**src/rtl/pds_pkg.sv**
```systemverilog
/*
  Constants, register map and state type for the pre-driver start-up sequencer.
  Assumes a 40 MHz system clock; every timing count below except SPI_HALF is derived from it.
*/
// Behaviour
// - release device reset, enables low, then configure
// - first send both clear-interrupt commands
// - mask command upper nibble 0010 or 0011
// - set dead time before enabling outputs
// - mode command always carries lock bit
// - raise both enables before output initialisation
// - high sides held off at start
// - low sides rise only after enables high
// - low sides on about one microsecond
// - then all low sides off
// - pulse high sides on, then off
// - on interrupt query status, then clear fault
// - status reads not split by interrupt service
// - wait 280 ns from enables to low side
// - high-side pulse at least dead time plus 100 ns
package pds_pkg;
  localparam int CLK_NS = 25;
  localparam int BOOT_NS = 1000;
  localparam int EN_LS_NS = 280;
  localparam int LS_ON_NS = 1000;
  localparam int DEAD_NS = 1000;
  localparam int HS_EXTRA_NS = 100;
  localparam logic [11:0] BOOT_CYC = 12'((BOOT_NS + CLK_NS - 1) / CLK_NS);
  localparam logic [11:0] EN_LS_CYC = 12'((EN_LS_NS + CLK_NS - 1) / CLK_NS);
  localparam logic [11:0] LS_ON_CYC = 12'((LS_ON_NS + CLK_NS - 1) / CLK_NS);
  localparam logic [11:0] HS_ON_CYC = 12'((DEAD_NS + HS_EXTRA_NS + CLK_NS - 1) / CLK_NS);
  localparam logic [1:0] SPI_HALF = 2'h1;
  // command codes not given elsewhere; plain defaults
  localparam logic [7:0] CMD_CLR0 = 8'h6F;
  localparam logic [7:0] CMD_CLR1 = 8'h7F;
  localparam logic [7:0] CMD_STATUS_QUERY0_CMD = 8'h00;
  localparam logic [7:0] CMD_STATUS_QUERY1_CMD = 8'h01;
  localparam logic [3:0] MASK_HI0 = 4'h2;
  localparam logic [3:0] MASK_HI1 = 4'h3;
  localparam int LOCK_BIT = 0;
  // register byte offsets
  localparam logic [7:0] ADR_CTRL = 8'h00;
  localparam logic [7:0] ADR_CFG = 8'h04;
  localparam logic [7:0] ADR_STAT = 8'h08;
  localparam logic [7:0] ADR_RESP = 8'h0C;
  localparam logic [7:0] ADR_IRQ = 8'h10;
  localparam logic [7:0] ADR_MASK = 8'h14;
  localparam int CTRL_START = 0;
  localparam int CTRL_QUERY = 1;
  localparam int CFG_MASK_LSB = 0;
  localparam int CFG_MGRP = 4;
  localparam int CFG_MODE_LSB = 8;
  localparam int CFG_DT_LSB = 16;
  localparam logic [31:0] CFG_RST = 32'h0080_4000;
  localparam logic [2:0] MASK_RST = 3'h0;
  localparam int IRQ_DONE = 0;
  localparam int IRQ_FAULT = 1;
  localparam int IRQ_RESP = 2;
  // command sequence steps
  localparam logic [3:0] STEP_CLR0 = 4'h0;
  localparam logic [3:0] STEP_CLR1 = 4'h1;
  localparam logic [3:0] STEP_MASK = 4'h2;
  localparam logic [3:0] STEP_DEAD = 4'h3;
  localparam logic [3:0] STEP_MODE = 4'h4;
  localparam logic [3:0] STEP_Q0 = 4'h5;
  localparam logic [3:0] STEP_Q1 = 4'h6;
  localparam logic [3:0] STEP_QD = 4'h7;
  localparam logic [3:0] STEP_FC0 = 4'h8;
  localparam logic [3:0] STEP_FC1 = 4'h9;
  typedef enum logic [3:0] {
    ST_IDLE = 4'h0,
    ST_BOOT = 4'h1,
    ST_SEND = 4'h3,
    ST_XFER = 4'h2,
    ST_ENWAIT = 4'h6,
    ST_LSON = 4'h7,
    ST_LSOFF = 4'h5,
    ST_HSON = 4'h4,
    ST_READY = 4'hC
  } pds_state_type;
endpackage

```
**src/rtl/pds_sequencer.sv**
```systemverilog
/*
  Host-side sequencer for a three-phase gate pre-driver: reset release,
  register set-up over the serial link, output initialisation and
  interrupt service, ordered by software over a classic Wishbone slave.
  Assumes the device interrupt pin is asynchronous and active high.
*/
`timescale 1ns/10ps
module pds_sequencer (
  input wire logic clk_i, // system clock, 40 MHz
  input wire logic rst_i, // synchronous reset, high
  input wire logic wb_cyc_i, // bus cycle
  input wire logic wb_stb_i, // bus strobe
  input wire logic wb_we_i, // write enable
  input wire logic [7:0] wb_adr_i, // byte address
  input wire logic [3:0] wb_sel_i, // byte lanes
  input wire logic [31:0] wb_dat_i, // write data
  output logic [31:0] wb_dat_o, // read data
  output logic wb_ack_o, // acknowledge
  output logic irq_o, // interrupt to software
  output logic dev_rst_n_o, // device reset, low active
  output logic output_enable_a_o, // device enable one
  output logic output_enable_b_o, // device enable two
  output logic [2:0] high_side_ctrl_n_o, // high sides, low = on
  output logic [2:0] low_side_ctrl_o, // low sides, high = on
  output logic spi_sclk_o, // link clock
  output logic spi_cs_n_o, // link select, low active
  output logic spi_mosi_o, // link data out
  input wire logic spi_miso_i, // link data in
  input wire logic dev_irq_i // device interrupt pin
);
  import pds_pkg::*;

  pds_state_type state_reg;
  logic [3:0] step_reg;
  logic [31:0] cfg_reg;
  logic [2:0] mask_reg;
  logic [2:0] irq_reg;
  logic [2:0] irq_set;
  logic [7:0] resp0_reg;
  logic [7:0] resp1_reg;
  logic resp_ok_reg;
  logic rst_n_reg;
  logic en_reg;
  logic [2:0] hs_reg;
  logic [2:0] ls_reg;
  logic ack_reg;
  logic [31:0] dat_reg;
  logic [1:0] dirq_sync_reg;
  logic dirq;
  logic wb_hit;
  logic wr_ctrl;
  logic start_req;
  logic query_req;
  logic tmr_load;
  logic [11:0] tmr_cnt;
  logic tmr_done;
  logic spi_start;
  logic [7:0] spi_cmd;
  logic spi_done;
  logic [7:0] spi_rx;
  logic spi_busy;

  // byte-lane merge for writable registers
  function automatic logic [31:0] lane_merge(input logic [31:0] old, input logic [31:0] nw,
                                             input logic [3:0] sel);
    logic [31:0] r;
    r = old;
    for (int i = 0; i < 4; i++) begin
      if (sel[i]) begin
        r[i*8 +: 8] = nw[i*8 +: 8];
      end
    end
    return r;
  endfunction

  // command byte for each step of the fixed sequence
  function automatic logic [7:0] step_cmd(input logic [3:0] step, input logic [31:0] cfg);
    logic [7:0] c;
    c = CMD_STATUS_QUERY0_CMD;
    unique case (step)
      STEP_CLR0, STEP_FC0: c = CMD_CLR0;
      STEP_CLR1, STEP_FC1: c = CMD_CLR1;
      STEP_MASK: c = {cfg[CFG_MGRP] ? MASK_HI1 : MASK_HI0, cfg[CFG_MASK_LSB +: 4]};
      STEP_DEAD: c = cfg[CFG_DT_LSB +: 8];
      STEP_MODE: c = cfg[CFG_MODE_LSB +: 8] | 8'(1 << LOCK_BIT);
      STEP_Q0, STEP_QD: c = CMD_STATUS_QUERY0_CMD;
      STEP_Q1: c = CMD_STATUS_QUERY1_CMD;
      default: c = CMD_STATUS_QUERY0_CMD;
    endcase
    return c;
  endfunction

  // device interrupt pin synchroniser
  always_ff @(posedge clk_i) begin
    if (rst_i) begin
      dirq_sync_reg <= 2'h0;
    end else begin
      dirq_sync_reg <= {dirq_sync_reg[0], dev_irq_i};
    end
  end
  assign dirq = dirq_sync_reg[1];

  // bus decode: one wait state, every address answered
  assign wb_hit = wb_cyc_i && wb_stb_i && !ack_reg;
  assign wr_ctrl = wb_hit && wb_we_i && (wb_adr_i == ADR_CTRL) && wb_sel_i[0];
  assign start_req = wr_ctrl && wb_dat_i[CTRL_START];
  assign query_req = wr_ctrl && wb_dat_i[CTRL_QUERY];

  always_ff @(posedge clk_i) begin
    if (rst_i) begin
      ack_reg <= 1'b0;
    end else begin
      ack_reg <= wb_hit;
    end
  end

  // configuration and mask, byte-lane writes
  always_ff @(posedge clk_i) begin
    if (rst_i) begin
      cfg_reg <= CFG_RST;
      mask_reg <= MASK_RST;
    end else if (wb_hit && wb_we_i) begin
      if (wb_adr_i == ADR_CFG) begin
        cfg_reg <= lane_merge(cfg_reg, wb_dat_i, wb_sel_i);
      end
      if (wb_adr_i == ADR_MASK && wb_sel_i[0]) begin
        mask_reg <= wb_dat_i[2:0];
      end
    end
  end

  // read data; unmapped addresses read zero
  always_ff @(posedge clk_i) begin
    if (rst_i) begin
      dat_reg <= 32'h0000_0000;
    end else if (wb_hit && !wb_we_i) begin
      unique case (wb_adr_i)
        ADR_CFG: dat_reg <= cfg_reg;
        ADR_STAT: dat_reg <= {24'h00_0000, state_reg, resp_ok_reg, dirq, state_reg == ST_READY,
                              state_reg != ST_IDLE && state_reg != ST_READY};
        ADR_RESP: dat_reg <= {16'h0000, resp1_reg, resp0_reg};
        ADR_IRQ: dat_reg <= {29'h0000_0000, irq_reg};
        ADR_MASK: dat_reg <= {29'h0000_0000, mask_reg};
        default: dat_reg <= 32'h0000_0000;
      endcase
    end
  end
  assign wb_dat_o = dat_reg;
  assign wb_ack_o = ack_reg;

  // sticky events; reading clears, a new event in that cycle survives
  always_ff @(posedge clk_i) begin
    if (rst_i) begin
      irq_reg <= 3'h0;
    end else if (wb_hit && !wb_we_i && wb_adr_i == ADR_IRQ) begin
      irq_reg <= irq_set;
    end else begin
      irq_reg <= irq_reg | irq_set;
    end
  end
  assign irq_o = |(irq_reg & mask_reg);

  // event sources decoded from the sequencer's progress
  always_comb begin
    irq_set = 3'h0;
    irq_set[IRQ_DONE] = (state_reg == ST_HSON) && tmr_done;
    irq_set[IRQ_FAULT] = (state_reg == ST_READY) && dirq;
    irq_set[IRQ_RESP] = (state_reg == ST_XFER) && spi_done && (step_reg == STEP_FC1);
  end

  assign spi_start = (state_reg == ST_SEND);
  assign spi_cmd = step_cmd(step_reg, cfg_reg);

  // timer loads come from the state that begins each wait
  always_comb begin
    tmr_load = 1'b0;
    tmr_cnt = 12'h000;
    if (start_req && (state_reg == ST_IDLE || state_reg == ST_READY)) begin
      tmr_load = 1'b1;
      tmr_cnt = BOOT_CYC;
    end else if (state_reg == ST_XFER && spi_done && step_reg == STEP_MODE) begin
      tmr_load = 1'b1;
      tmr_cnt = EN_LS_CYC;
    end else if (state_reg == ST_ENWAIT && tmr_done) begin
      tmr_load = 1'b1;
      tmr_cnt = LS_ON_CYC;
    end else if (state_reg == ST_LSOFF) begin
      tmr_load = 1'b1;
      tmr_cnt = HS_ON_CYC;
    end
  end

  // main sequence; interrupt service runs only from ready, never mid-init
  always_ff @(posedge clk_i) begin
    if (rst_i) begin
      state_reg <= ST_IDLE;
      step_reg <= STEP_CLR0;
    end else begin
      unique case (state_reg)
        ST_IDLE, ST_READY: begin
          if (start_req) begin
            state_reg <= ST_BOOT;
          end else if (state_reg == ST_READY && (dirq || query_req)) begin
            step_reg <= STEP_Q0;
            state_reg <= ST_SEND;
          end
        end
        ST_BOOT: begin
          if (tmr_done) begin
            step_reg <= STEP_CLR0;
            state_reg <= ST_SEND;
          end
        end
        ST_SEND: state_reg <= ST_XFER;
        ST_XFER: begin
          if (spi_done) begin
            if (step_reg == STEP_MODE) begin
              state_reg <= ST_ENWAIT;
            end else if (step_reg == STEP_FC1) begin
              state_reg <= ST_READY;
            end else begin
              step_reg <= step_reg + 4'h1;
              state_reg <= ST_SEND;
            end
          end
        end
        ST_ENWAIT: if (tmr_done) state_reg <= ST_LSON;
        ST_LSON: if (tmr_done) state_reg <= ST_LSOFF;
        ST_LSOFF: state_reg <= ST_HSON;
        ST_HSON: if (tmr_done) state_reg <= ST_READY;
        default: state_reg <= ST_IDLE;
      endcase
    end
  end

  // device pins follow the sequence
  always_ff @(posedge clk_i) begin
    if (rst_i) begin
      rst_n_reg <= 1'b0;
      en_reg <= 1'b0;
      hs_reg <= 3'h7;
      ls_reg <= 3'h0;
    end else begin
      if (start_req && (state_reg == ST_IDLE || state_reg == ST_READY)) begin
        rst_n_reg <= 1'b1;
        en_reg <= 1'b0;
        hs_reg <= 3'h7;
        ls_reg <= 3'h0;
      end else if (state_reg == ST_XFER && spi_done && step_reg == STEP_MODE) begin
        en_reg <= 1'b1;
        hs_reg <= 3'h7;
      end else if (state_reg == ST_ENWAIT && tmr_done) begin
        ls_reg <= 3'h7;
      end else if (state_reg == ST_LSON && tmr_done) begin
        ls_reg <= 3'h0;
      end else if (state_reg == ST_LSOFF) begin
        hs_reg <= 3'h0;
      end else if (state_reg == ST_HSON && tmr_done) begin
        hs_reg <= 3'h7;
      end
    end
  end
  assign dev_rst_n_o = rst_n_reg;
  assign output_enable_a_o = en_reg;
  assign output_enable_b_o = en_reg;
  assign high_side_ctrl_n_o = hs_reg;
  assign low_side_ctrl_o = ls_reg;

  // each answer belongs to the previous frame; whole query is atomic
  always_ff @(posedge clk_i) begin
    if (rst_i) begin
      resp0_reg <= 8'h00;
      resp1_reg <= 8'h00;
      resp_ok_reg <= 1'b0;
    end else if (state_reg == ST_XFER && spi_done) begin
      if (step_reg == STEP_Q0) begin
        resp_ok_reg <= 1'b0;
      end
      if (step_reg == STEP_Q1) begin
        resp0_reg <= spi_rx;
      end
      if (step_reg == STEP_QD) begin
        resp1_reg <= spi_rx;
        resp_ok_reg <= 1'b1;
      end
    end
  end

  pds_timer u_timer (
    .clk_i(clk_i),
    .rst_i(rst_i),
    .load_i(tmr_load),
    .cnt_i(tmr_cnt),
    .done_o(tmr_done)
  );

  pds_spi u_spi (
    .clk_i(clk_i),
    .rst_i(rst_i),
    .start_i(spi_start),
    .data_i(spi_cmd),
    .busy_o(spi_busy),
    .done_o(spi_done),
    .rx_o(spi_rx),
    .sclk_o(spi_sclk_o),
    .cs_n_o(spi_cs_n_o),
    .mosi_o(spi_mosi_o),
    .miso_i(spi_miso_i)
  );

  // helper counters, read only by the checks below
  logic [11:0] en_cnt;
  logic [11:0] ls_cnt;
  logic [11:0] hs_cnt;
  always_ff @(posedge clk_i) begin
    if (rst_i) begin
      en_cnt <= 12'h000;
      ls_cnt <= 12'h000;
      hs_cnt <= 12'h000;
    end else begin
      en_cnt <= !en_reg ? 12'h000 : (en_cnt == 12'hFFF ? en_cnt : en_cnt + 12'h001);
      ls_cnt <= state_reg == ST_ENWAIT ? 12'h000 : (ls_reg[0] ? ls_cnt + 12'h001 : ls_cnt);
      hs_cnt <= hs_reg[0] ? 12'h000 : hs_cnt + 12'h001;
    end
  end
endmodule

```
**src/rtl/pds_spi.sv**
```systemverilog
/*
  Serial link master: one 8-bit frame per start, MSB first.
  Data changes on the falling clock edge, the device samples on the rising one.
  Assumes the far end drives its answer bit while the link clock is low.
*/
`timescale 1ns/10ps
module pds_spi (
  input wire logic clk_i, // system clock
  input wire logic rst_i, // synchronous reset
  input wire logic start_i, // begin a frame
  input wire logic [7:0] data_i, // byte to send
  output logic busy_o, // frame in progress
  output logic done_o, // frame over, one cycle
  output logic [7:0] rx_o, // byte received
  output logic sclk_o, // link clock
  output logic cs_n_o, // chip select, low active
  output logic mosi_o, // data to device
  input wire logic miso_i // data from device
);
  import pds_pkg::*;
  logic [1:0] miso_sync_reg;
  logic [7:0] sh_reg;
  logic [7:0] rx_reg;
  logic [2:0] bit_reg;
  logic [1:0] div_reg;
  logic act_reg;
  logic sclk_reg;
  logic done_reg;

  // pin crosses clock domain: two flops before use
  always_ff @(posedge clk_i) begin
    if (rst_i) begin
      miso_sync_reg <= 2'h0;
    end else begin
      miso_sync_reg <= {miso_sync_reg[0], miso_i};
    end
  end

  // divider and shifter; input sampled at falling time to absorb sync delay
  always_ff @(posedge clk_i) begin
    if (rst_i) begin
      sh_reg <= 8'h00;
      rx_reg <= 8'h00;
      bit_reg <= 3'h0;
      div_reg <= 2'h0;
      act_reg <= 1'b0;
      sclk_reg <= 1'b0;
      done_reg <= 1'b0;
    end else begin
      done_reg <= 1'b0;
      if (!act_reg) begin
        if (start_i) begin
          act_reg <= 1'b1;
          sh_reg <= data_i;
          bit_reg <= 3'h0;
          div_reg <= 2'h0;
        end
      end else if (div_reg == SPI_HALF) begin
        div_reg <= 2'h0;
        sclk_reg <= !sclk_reg;
        if (sclk_reg) begin
          sh_reg <= {sh_reg[6:0], 1'b0};
          rx_reg <= {rx_reg[6:0], miso_sync_reg[1]};
          bit_reg <= bit_reg + 3'h1;
          if (bit_reg == 3'h7) begin
            act_reg <= 1'b0;
            done_reg <= 1'b1;
          end
        end
      end else begin
        div_reg <= div_reg + 2'h1;
      end
    end
  end

  assign busy_o = act_reg;
  assign done_o = done_reg;
  assign rx_o = rx_reg;
  assign sclk_o = sclk_reg;
  assign cs_n_o = !act_reg;
  assign mosi_o = sh_reg[7];
endmodule

```
**src/rtl/pds_timer.sv**
```systemverilog
/*
  Down-counter for the sequencer's waits.
  Assumes load is a one-cycle pulse from logic on the same clock.
*/
`timescale 1ns/10ps
module pds_timer (
  input wire logic clk_i, // system clock
  input wire logic rst_i, // synchronous reset
  input wire logic load_i, // start a wait
  input wire logic [11:0] cnt_i, // wait length in cycles
  output logic done_o // wait over
);
  import pds_pkg::*;
  logic [11:0] cnt_reg;

  // a load always restarts, so a stale wait never ends a new one
  always_ff @(posedge clk_i) begin
    if (rst_i) begin
      cnt_reg <= 12'h000;
    end else if (load_i) begin
      cnt_reg <= cnt_i;
    end else if (cnt_reg != 12'h000) begin
      cnt_reg <= cnt_reg - 12'h001;
    end
  end

  // done reads only the count: the caller's load decode depends on done, so a load term here closes a loop
  assign done_o = (cnt_reg == 12'h000);
endmodule
```
**config.mk**
```make
export PLATFORM = sky130hd
export DESIGN_NAME = pds_sequencer
export DESIGN_NICKNAME = d
export VERILOG_FILES = /design/src/rtl/pds_pkg.sv /design/src/rtl/pds_sequencer.sv /design/src/rtl/pds_spi.sv /design/src/rtl/pds_timer.sv
export SDC_FILE = /design/constraint.sdc
export NUM_CORES = 1
export LEC_CHECK = 0
export BUFFER_PORTS_ARGS = -buffer_cell sky130_fd_sc_hd__buf_4
export CORE_MARGIN = 5
export CORE_UTILIZATION = 61
export CTS_CLUSTER_SIZE = 10
export DETAILED_ROUTE_END_ITERATION = 7
export PLACE_DENSITY = 0.9
export RECOVER_POWER = 50
export SYNTH_ARGS = -nofsm -noshare
export SYNTH_HDL_FRONTEND = slang
export SYNTH_SLANG_ARGS = --single-unit
```
**constraint.sdc**
```tcl
create_clock -name clk_i -period 5.5 [get_ports clk_i]
set_input_delay 0 -clock clk_i [delete_from_list [all_inputs] [get_ports clk_i]]
set_output_delay 0 -clock clk_i [all_outputs]
set_load 0.1 [all_outputs]
```
=== Word level (Yosys, flattened, before mapping) ===
Cells that the tools add are included.

* Add/sub/neg operators: 4
* Div/mod/pow operators: 0
* Reduce and logical (&&, ||, !) cells: 60
* Shift-type cells: 0
* Order comparisons: 0
* Muxes and demuxes: 54
* Equal/unequal tests: 37
* Multipliers: 0
* Bitwise logic cells: 8

{| class="wikitable"
|+ Operator list
! operator !! count
|-
| $pmux W32 S5 || 1
|-
| $mux W4 || 15
|-
| $pmux W8 S6 || 1
|-
| $eq A4 B3 Y1 const B || 8
|-
| $mux W8 || 4
|-
| $pmux W4 S8 || 1
|-
| $mux W3 || 9
|-
| $mux W12 || 2
|-
| $mux W6 || 4
|-
| $reduce_and A3 Y1 || 7
|-
| $logic_and A1 B1 Y1 || 20
|-
| $ne A2 B2 Y1 const B || 10
|-
| $eq A4 B2 Y1 const B || 4
|-
| $eq A8 B4 Y1 const B || 2
|-
| $eq A8 B5 Y1 const B || 2
|-
| $mux W1 || 13
|-
| $eq A4 B4 Y1 const B || 3
|-
| $logic_not A12 Y1 || 1
|-
| $pmux W4 S3 || 1
|-
| $reduce_and A2 Y1 || 6
|-
| $reduce_bool A12 Y1 || 1
|-
| $sub A12 B1 Y12 const B || 1
|-
| $reduce_bool A2 Y1 || 5
|-
| $eq A4 B1 Y1 const B || 2
|-
| other kinds (24) || 40
|}

* Register bits: 144
* Memories kept: 0
* Output and inout bits: 46
* Bits in latches: 0
* Memory bits (read-only): 0
* RAM bits: 0

=== Depth between registers and ports, before layout ===
Gate-level depths: netlist of run 1.

* Depth in word-level cells: 11
* Depth in mapped cells: 8

=== Hierarchy ===
From an unflattened synthesis of run 1, not the netlist that was laid out.

* Cells, all modules: 790
* Area total of the unflattened synthesis: 6510.0 µm²

{| class="wikitable"
|+ Modules (own cells, without submodules)
! module !! area each (µm²) !! instances !! seq. area each (µm²) !! cells each
|-
| pds_sequencer || 4735.8 || 1 || 2042.0 || 584
|-
| pds_spi || 1044.8 || 1 || 520.5 || 113
|-
| pds_timer || 729.4 || 1 || 240.2 || 93
|}

=== Worst setup path after synthesis of run 1 ===
No wires, ideal clock.

* Kind: reg2reg
* From: reg ack_reg (netlist: wb_ack_o)
* To: reg u_timer.cnt_reg[1]
* Cell stages (with the launch flop): 8
* Required time: 5.421 ns
* Arrival: 2.545 ns
* Period minus slack after synthesis: 2.625 ns
* Buffers on the path: 2
* Setup slack: 2.875 ns
* Cell sequence: dfxtp_1 and4b_1 buf_4 and4_1 and3_4 or4_4 buf_6 a211oi_2

* Word-level cells in the longest chain between the ends: 9
* Elaborated cells on any way between the ends: 11

{| class="wikitable"
|+ RTL lines
! item !! line !! text
|-
| start: declaration || pds_sequencer.sv:46 || <nowiki>logic ack_reg;</nowiki>
|-
| start signal: assignment || pds_sequencer.sv:113 || <nowiki>ack_reg <= wb_hit;</nowiki>
|-
| $logic_not A1 Y1 (*) || pds_sequencer.sv:104 || <nowiki>assign wb_hit = wb_cyc_i && wb_stb_i && !ack_reg;</nowiki>
|-
| $logic_and A1 B1 Y1 (*) || pds_sequencer.sv:104 ||
|-
| $logic_and A1 B1 Y1 (*) (3 in a row) || pds_sequencer.sv:105 || <nowiki>assign wr_ctrl = wb_hit && wb_we_i && (wb_adr_i == ADR_CTRL) && wb_sel_i[0];</nowiki>
|-
| $logic_and A1 B1 Y1 (*) || pds_sequencer.sv:106 || <nowiki>assign start_req = wr_ctrl && wb_dat_i[CTRL_START];</nowiki>
|-
| $logic_and A1 B1 Y1 (*) || pds_sequencer.sv:178 || <nowiki>if (start_req && (state_reg == ST_IDLE || state_reg == ST_READY)) begin</nowiki>
|-
| $mux W6 / $mux W1 (equally long branches) || pds_sequencer.sv:178 ||
|-
| $mux W12 / $reduce_bool A2 Y1 (equally long branches) || n/a ||
|-
| end signal: assignment || pds_timer.sv:21 || <nowiki>cnt_reg <= cnt_i;</nowiki>
|-
| end signal: assignment || pds_timer.sv:23 || <nowiki>cnt_reg <= cnt_reg - 12'h001;</nowiki>
|-
| end: declaration || pds_timer.sv:14 || <nowiki>logic [11:0] cnt_reg;</nowiki>
|}

Mark *: on every way between the ends. The rest lies on a longest branch, timed or not.
A chain may end at the register's enable or synchronous reset.

=== Worst setup path after layout of run 1 ===
* From: in rst_i
* To: reg cfg_reg[23]

{| class="wikitable"
|+ RTL lines
! item !! line !! text
|-
| start: declaration || pds_sequencer.sv:10 || <nowiki>input wire logic rst_i,</nowiki>
|-
| end signal: assignment || pds_sequencer.sv:124 || <nowiki>cfg_reg <= lane_merge(cfg_reg, wb_dat_i, wb_sel_i);</nowiki>
|-
| end: declaration || pds_sequencer.sv:35 || <nowiki>logic [31:0] cfg_reg;</nowiki>
|}

No word-level cell between the ends.

==> metrics.cfg, run 1 <==
[run_status]
status = finished with violations
violations_in_the_final_reports = design-rule violations, max-capacitance violations, max-slew violations

[clock_tree]
total_clock_buffers_created_by_cts = 17
worst_setup_hold_path_clk_slew_ps = 80
clock-sinks = 140
cts-hold-fix-buffers = 73
ctsResizeCount = 0
clock_tree_from_tritoncts = built
post-cts-setup-buffer-count = 0
clk_latency_ps = 550
max-clock-path-buffers = 2
clockRootBuffer = clkbuf_8
clock_tree.htree_level_count = 4

[logic_synthesis]
synth_enable_flop_cells = 0
synth_sequential_area_ratio_pct = 44.0
synth-async-reset-ratio_pct = 0
synth_top_cell_by_area = dfxtp_1
synth.area.top_cells = dfxtp_1 44%, mux2i_1 6.0%, nor2_1 5.4%, a21oi_1 5.2%, nand2_1 4.8%
mappedNetlistNets = 795
synth.cell_area_mm2 = 0.00637
ys.warnings.count = 0
netlist_instances = 736
synth.top_cell.area_share_pct = 44.0
synth_seq_cells = 140
ys_types = 62
average_cell_area_after_synthesis_um2 = 8.65
yosys_most_used_dff = dfxtp_1

[placement]
place_congestion = 0.969
dp_hpwl_um = 12000
post_dp_cell_area_mm2 = 0.00702
place_ws_ps = 2920
io_buffer_count = 96

[timing]
final.setup.tns_ps = 0
rsz0062_at_grt = no
fmax_mhz = 299
slew_headroom_pct = -56.1
post-route-worst-setup-slack_ps = 2160
finalClockSkew_ps = 20.0
timing_worst_slew_pin_value_ps = 2340
period_minus_slack_ps = 3340
hold_viol_final = 0
final.period_utilization_pct = 60.7
slew_violations = 120
setup-violations-final = 0

[pwr]
p_leak_nw = 3.11
p_seq_share_pct = 37.6
power.density_mw_per_mm2 = 374
power.share.switching_pct = 31.2
vdd_drop_max_mv = 0.278
switchingPower_w = 0.000959
power.share.combinational_pct = 21.4
cellInternalPower_w = 0.00211
clock_power_share_pct = 41.1

[worst_setup_path]
worst-r2r-setup-slack_ps = 2660
cpPeakStageDelay_ps = 1760
critPathSlowestCell = clkbuf_2
timing.critical_path.cells = dlygate4sd3_1 -> clkbuf_1 -> clkbuf_2 -> a211o_1 -> dlygate4sd3_1
cp.required_ps = 6000
worst_r2r_endpoint = resp1_reg[3]
criticalPathCategory = input pin to flop
arrival_ps = 3840
timing.rr.start = state_reg[1]
critical_path.startpoint_type = input pin
cp_num_cells = 5
most_prevalent_standard_cell_on_the_critical_path = dlygate4sd3_1
timing.critical_path.to_type = flop
worstPathBufferInverterCount = 4
ff2ff_path_depth = 5
critical_path.max_fanout = 119
critical_path.top_delay_family = buffers and inverters

[layout]
drive_gt1_share_pct = 12.0
finish.instance_area_mm2 = 0.00820
syn_to_final_growth_pct = 28.8
area.sequential_mm2 = 0.00280
nets = 933
footprint_of_the_multi_input_gates_mm2 = 0.00324
number_of_inserted_filler_cells_in_the_final_layout = 564

[min_path]
hold-path-cell-count = 5
min-delay-path-class = input pin to flop
holdPathEnd = wb_dat_o[0]
hp-start = wb_we_i

[die]
pin_count = 97
design.core.area_mm2 = 0.0102
fp.dieW_um = 112
die_area_mm2 = 0.0126
placementRows = 37
floorplan.die.height_um = 112
initial_core_util_pct = 62.2

[drt]
route.detailed.vias_per_inst = 6.71
drt_iter0_markers = 1223
finalWirelength_um = 23300
wl_per_cell_um = 22.7
ant_nets = 0
route.vias.total = 6881
route.detailed.drc = 8
drt_pass1_iterations = 8

[global_route]
grt_start_max_net_pins = 120
first_global_vias = 7022
grt_util_all_layers_pct = 36.3
grt_first_pass_wirelength_um = 36600
grt_antenna_before_repair = 3
final_global_route_overflow_total = 0

[job]
timing.max_cap.violations = 1

[layer usage]
layer	global-route usage (%)	share of wire (%)	up-vias
met5	0	0	-
met4	26.7	8.8	0
met3	11.5	12	245
met2	59.1	46	630
met1	39.5	34	3117
li1	-	-	2889
[synthesized netlist by cell type, drive strengths merged (4+ instances only)]
cell type,number
a221oi,10
o22ai,5
nand3,47
nand4,9
clkbuf,38
ha,8
or4,4
nor3,14
dfxtp,140
a21oi,66
and2,5
a22o,6
mux2,7
inv,14
nor2,91
nor4,6
xor2,10
nor4b,5
buf,16
nor2b,10
and3,5
mux2i,38
o21ai,10
nand2,82
a22oi,22
nand3b,6
nand2b,11
a211oi,10
[cell type report]
type / count / share of cell area, %
multi-input cells: 528 / 39.5
flip-flops and latches: 140 / 34.2
repair buffers: 173 / 15.8
clock buffers: 17 / 5.05
clock inverters: 15 / 2.68
well taps: 136 / 2.07
inverters: 14 / 0.641
diodes: 3 / 0.0915
[layout by cell type, fill, tap and decap left out, types with 4 or more instances in the layout]
cell type	synthesis	final
inv_1	14	14
clkbuf_16	0	16
nor4b_1	3	4
xor2_1	10	10
a211oi_1	9	9
buf_4	9	51
nor2b_1	10	10
clkinv_2	0	5
o21ai_0	10	10
nor3_1	12	12
mux2i_1	38	38
a22oi_1	22	22
o22ai_1	5	5
dfxtp_1	140	140
mux2_2	7	7
a22o_1	6	6
and2_1	5	5
nor2_1	91	91
nor4_1	4	4
nand2b_1	11	11
nand4_1	9	9
dlygate4sd3_1	0	73
a21oi_1	66	66
and3_1	4	5
ha_1	8	8
nand3_1	44	44
bufinv_16	0	5
clkbuf_1	38	48
a221oi_1	10	10
nand2_1	82	82
nand3b_1	6	6
[metrics by stage]
stage / hold WS [ps] / total power, W / utilization [%] / instances
2_1_floorplan: 128 / 0.00161 / - / 736
3_3_place_gp: 215 / 0.00172 / 68.6 / 918
3_5_place_dp: 219 / 0.00175 / 68.6 / 918
4_1_cts: 26.8 / 0.00300 / 82.0 / 1023
5_1_grt: 85.7 / 0.00316 / 80.2 / 1026
6_report: 68.8 / 0.00307 / 80.2 / 1026
[worst max-delay path by stage]
stage,endpoint,startpoint
after CTS,cfg_reg[14],wb_adr_i[4]
after global routing,cfg_reg[23],rst_i
after detailed placement,resp1_reg[1],state_reg[1]
after global placement,resp1_reg[2],state_reg[1]
after floorplan,u_timer.cnt_reg[1],wb_ack_o
final,cfg_reg[23],rst_i
[cell families after synthesis]
| group | share of synthesized area [%] |
|---|---|
| AOI/OAI and AO/OA | 15.4 |
| xor gates and xnor gates | 1.79 |
| adders and majority gates | 1.57 |
| buffers and inverters | 4.97 |
| DFF | 44.0 |
| muxes | 7.21 |
| and+or+nand+nor | 25.1 |
[worst reg2reg max path, stage by stage, from the launching register on]
cell and delay (ps):
dfxtp_1 660, or4b_1 670, nor3_4 630, nand2_1 380
nand2_1 190, a21oi_1 90
[power by group through the flow]
stage / sequential, W / combinational [W] / clock [W]
6_report: 0.00115 / 0.000655 / 0.00126
5_1_grt: 0.00116 / 0.000704 / 0.00130
4_1_cts: 0.00115 / 0.000616 / 0.00124
3_5_place_dp: 0.00117 / 0.000580 / 0
3_3_place_gp: 0.00116 / 0.000558 / 0
2_1_floorplan: 0.00115 / 0.000460 / 0
Note: power is estimated with default switching activity, not from simulation.
==> run 2, diff against run 1 <==
--- a/config.mk
+++ b/config.mk
@@ -7,10 +7,10 @@
 export LEC_CHECK = 0
 export BUFFER_PORTS_ARGS = -buffer_cell sky130_fd_sc_hd__buf_4
 export CORE_MARGIN = 5
-export CORE_UTILIZATION = 61
+export CORE_UTILIZATION = 57
 export CTS_CLUSTER_SIZE = 10
 export DETAILED_ROUTE_END_ITERATION = 7
-export PLACE_DENSITY = 0.9
+export PLACE_DENSITY = 0.85
 export RECOVER_POWER = 50
 export SYNTH_ARGS = -nofsm -noshare
 export SYNTH_HDL_FRONTEND = slang
==> constraint.sdc (replaced) <==
create_clock -name clk_i -period 3.44 [get_ports clk_i]
set_input_delay 0 -clock clk_i [delete_from_list [all_inputs] [get_ports clk_i]]
set_output_delay 0 -clock clk_i [all_outputs]
set_load 0.1 [all_outputs]
==> run 2 against run 1 <==
  * The run ends with max-capacitance violations, max-slew violations left
  * First-iteration DRC count is 21% lower
  * Core utilization is 5.6 points lower
  * Largest cell class unchanged
  * Combinational power is 54% higher
  * Register-to-register slack worse by 2000 ps
  * Critical path type unchanged
==> metrics.cfg, run 2 (synthesis gave the netlist of run 1 again) <==
[worst_setup_path]
critical_path.max_fanout = 21
timing.critical_path.to_type = flop
cp.required_ps = 3930
arrival_ps = 3510
criticalPathCategory = input pin to flop
critical_path.startpoint_type = input pin

[global_route]
final_global_route_overflow_total = 0
grt_start_max_net_pins = 87
grt_antenna_before_repair = 0
first_global_vias = 6116
grt.met3_usage_pct = 9.45
grt_first_pass_wirelength_um = 31800
grt_util_all_layers_pct = 30.5
grt.met2_usage_pct = 49.7
grtUsageMet1_pct = 35.6
grt-busiest-layer = met2

[drt]
route.detailed.drc = 0
wl_per_cell_um = 19.8
drt_pass1_iterations = 7
drt_iter0_markers = 966
route.vias.total = 6407
finalWirelength_um = 20200
ant_nets = 0
route.detailed.vias_per_inst = 6.25

[timing]
slew_headroom_pct = -50.3
final.setup.tns_ps = 0
fmax_mhz = 331
hold_viol_final = 0
rsz0062_at_grt = no
slew_violations = 141
post-route-worst-setup-slack_ps = 419
finalClockSkew_ps = 7.64
setup-violations-final = 0
period_minus_slack_ps = 3020
final.period_utilization_pct = 87.8
timing_worst_slew_pin_value_ps = 2250

[layout]
commonest_cells_after_routing_fill_and_taps_aside = 140 x dfxtp_1, 91 x nor2_1, 82 x nand2_1, 70 x dlygate4sd3_1, 66 x a21oi_1
number_of_inserted_filler_cells_in_the_final_layout = 729
antennaDiodeCount = 0
finish.instance_area_mm2 = 0.00812
final_common_cell = dfxtp_1
syn_to_final_growth_pct = 27.6
drive_gt1_share_pct = 12.1
nets = 931

[placement]
place_ws_ps = 953
io_buffer_count = 96
post_dp_cell_area_mm2 = 0.00704
dp_hpwl_um = 12000
place_congestion = 0.925

[die]
initial_core_util_pct = 58.5
floorplan.die.height_um = 116
placementRows = 38
fp.dieW_um = 116
design.core.area_mm2 = 0.0109
pin_count = 97
die_area_mm2 = 0.0134

[job]
timing.max_cap.violations = 2

[pwr]
power.density_mw_per_mm2 = 574
p_leak_nw = 3.06
vdd_drop_max_mv = 0.473

[clock_tree]
worst_setup_hold_path_clk_slew_ps = 60
clockRootBuffer = clkbuf_8
clock-sinks = 140
max-clock-path-buffers = 2
clock_tree_from_tritoncts = built
clock_tree.htree_level_count = 4
post-cts-setup-buffer-count = 0
total_clock_buffers_created_by_cts = 17
clk_latency_ps = 550

[run_status]
violations_in_the_final_reports = max-capacitance violations, max-slew violations
status = finished with violations

[min_path]
min-delay-path-class = input pin to flop

## run 2: power breakdown
part	total (W)	internal, W	switching, W	leakage (nW)
clock network	0.00182	0.00100	0.000815	0.286
logic	0.00101	0.000409	0.000599	1.65
registers	0.00184	0.00171	0.000127	1.13
total	0.00466	0.00312	0.00154	3.06
## run 2: routing by layer
| layer | up-vias | routed length (µm) | part of all wire, % |
|---|---|---|---|
| met5 | - | 0 | 0 |
| met4 | 0 | 1230 | 6.1 |
| met3 | 124 | 1820 | 9.0 |
| met2 | 380 | 9670 | 48 |
| met1 | 3007 | 7530 | 37 |
| li1 | 2896 | - | - |
## run 2: layout make-up
class,instances,area [µm²],area share [%]
well taps,140,175,2.16
repair buffers,171,1270,15.7
clock inverters,15,169,2.08
flip-flops and latches,140,2800,34.5
inverters,14,52.6,0.647
clock buffers,17,414,5.10
multi-input cells,528,3240,39.8
## run 2: critical path, cell delays in order
cell           delay (ps)
dlygate4sd3_1         540
buf_4                 170
or4_4                 550
nor4b_4               220
buf_4                 350
nand3_4               210
nor2_1                160
dlygate4sd3_1         590
a211o_1               130
dlygate4sd3_1         560
## run 2: what timing repair did
action,4_1_cts,5_1_grt
endpoints found under the hold margin,46,0
hold buffers,70,0
resized for setup,0,0
## run 2: stage by stage
step                      total power, W  utilization [%]  cells  hold slack (ps)
after global placement           0.00275             64.6    923              210
final                            0.00466             74.6   1025             80.1
after global routing             0.00484             74.6   1025              100
after detailed placement         0.00279             64.6    923              220
after floorplan                  0.00257                -    736              128
after CTS                        0.00464             76.4   1025             27.8
## run 2: final timing paths
path / end / from / depth (start not counted) / slack, ps
min: u_timer.cnt_reg[5] / wb_adr_i[5] / 5 / 80
min reg2reg: dirq_sync_reg[1] / dirq_sync_reg[0] / 1 / 450
max: cfg_reg[23] / wb_adr_i[4] / 10 / 420
max reg2reg: resp1_reg[3] / state_reg[1] / 5 / 710
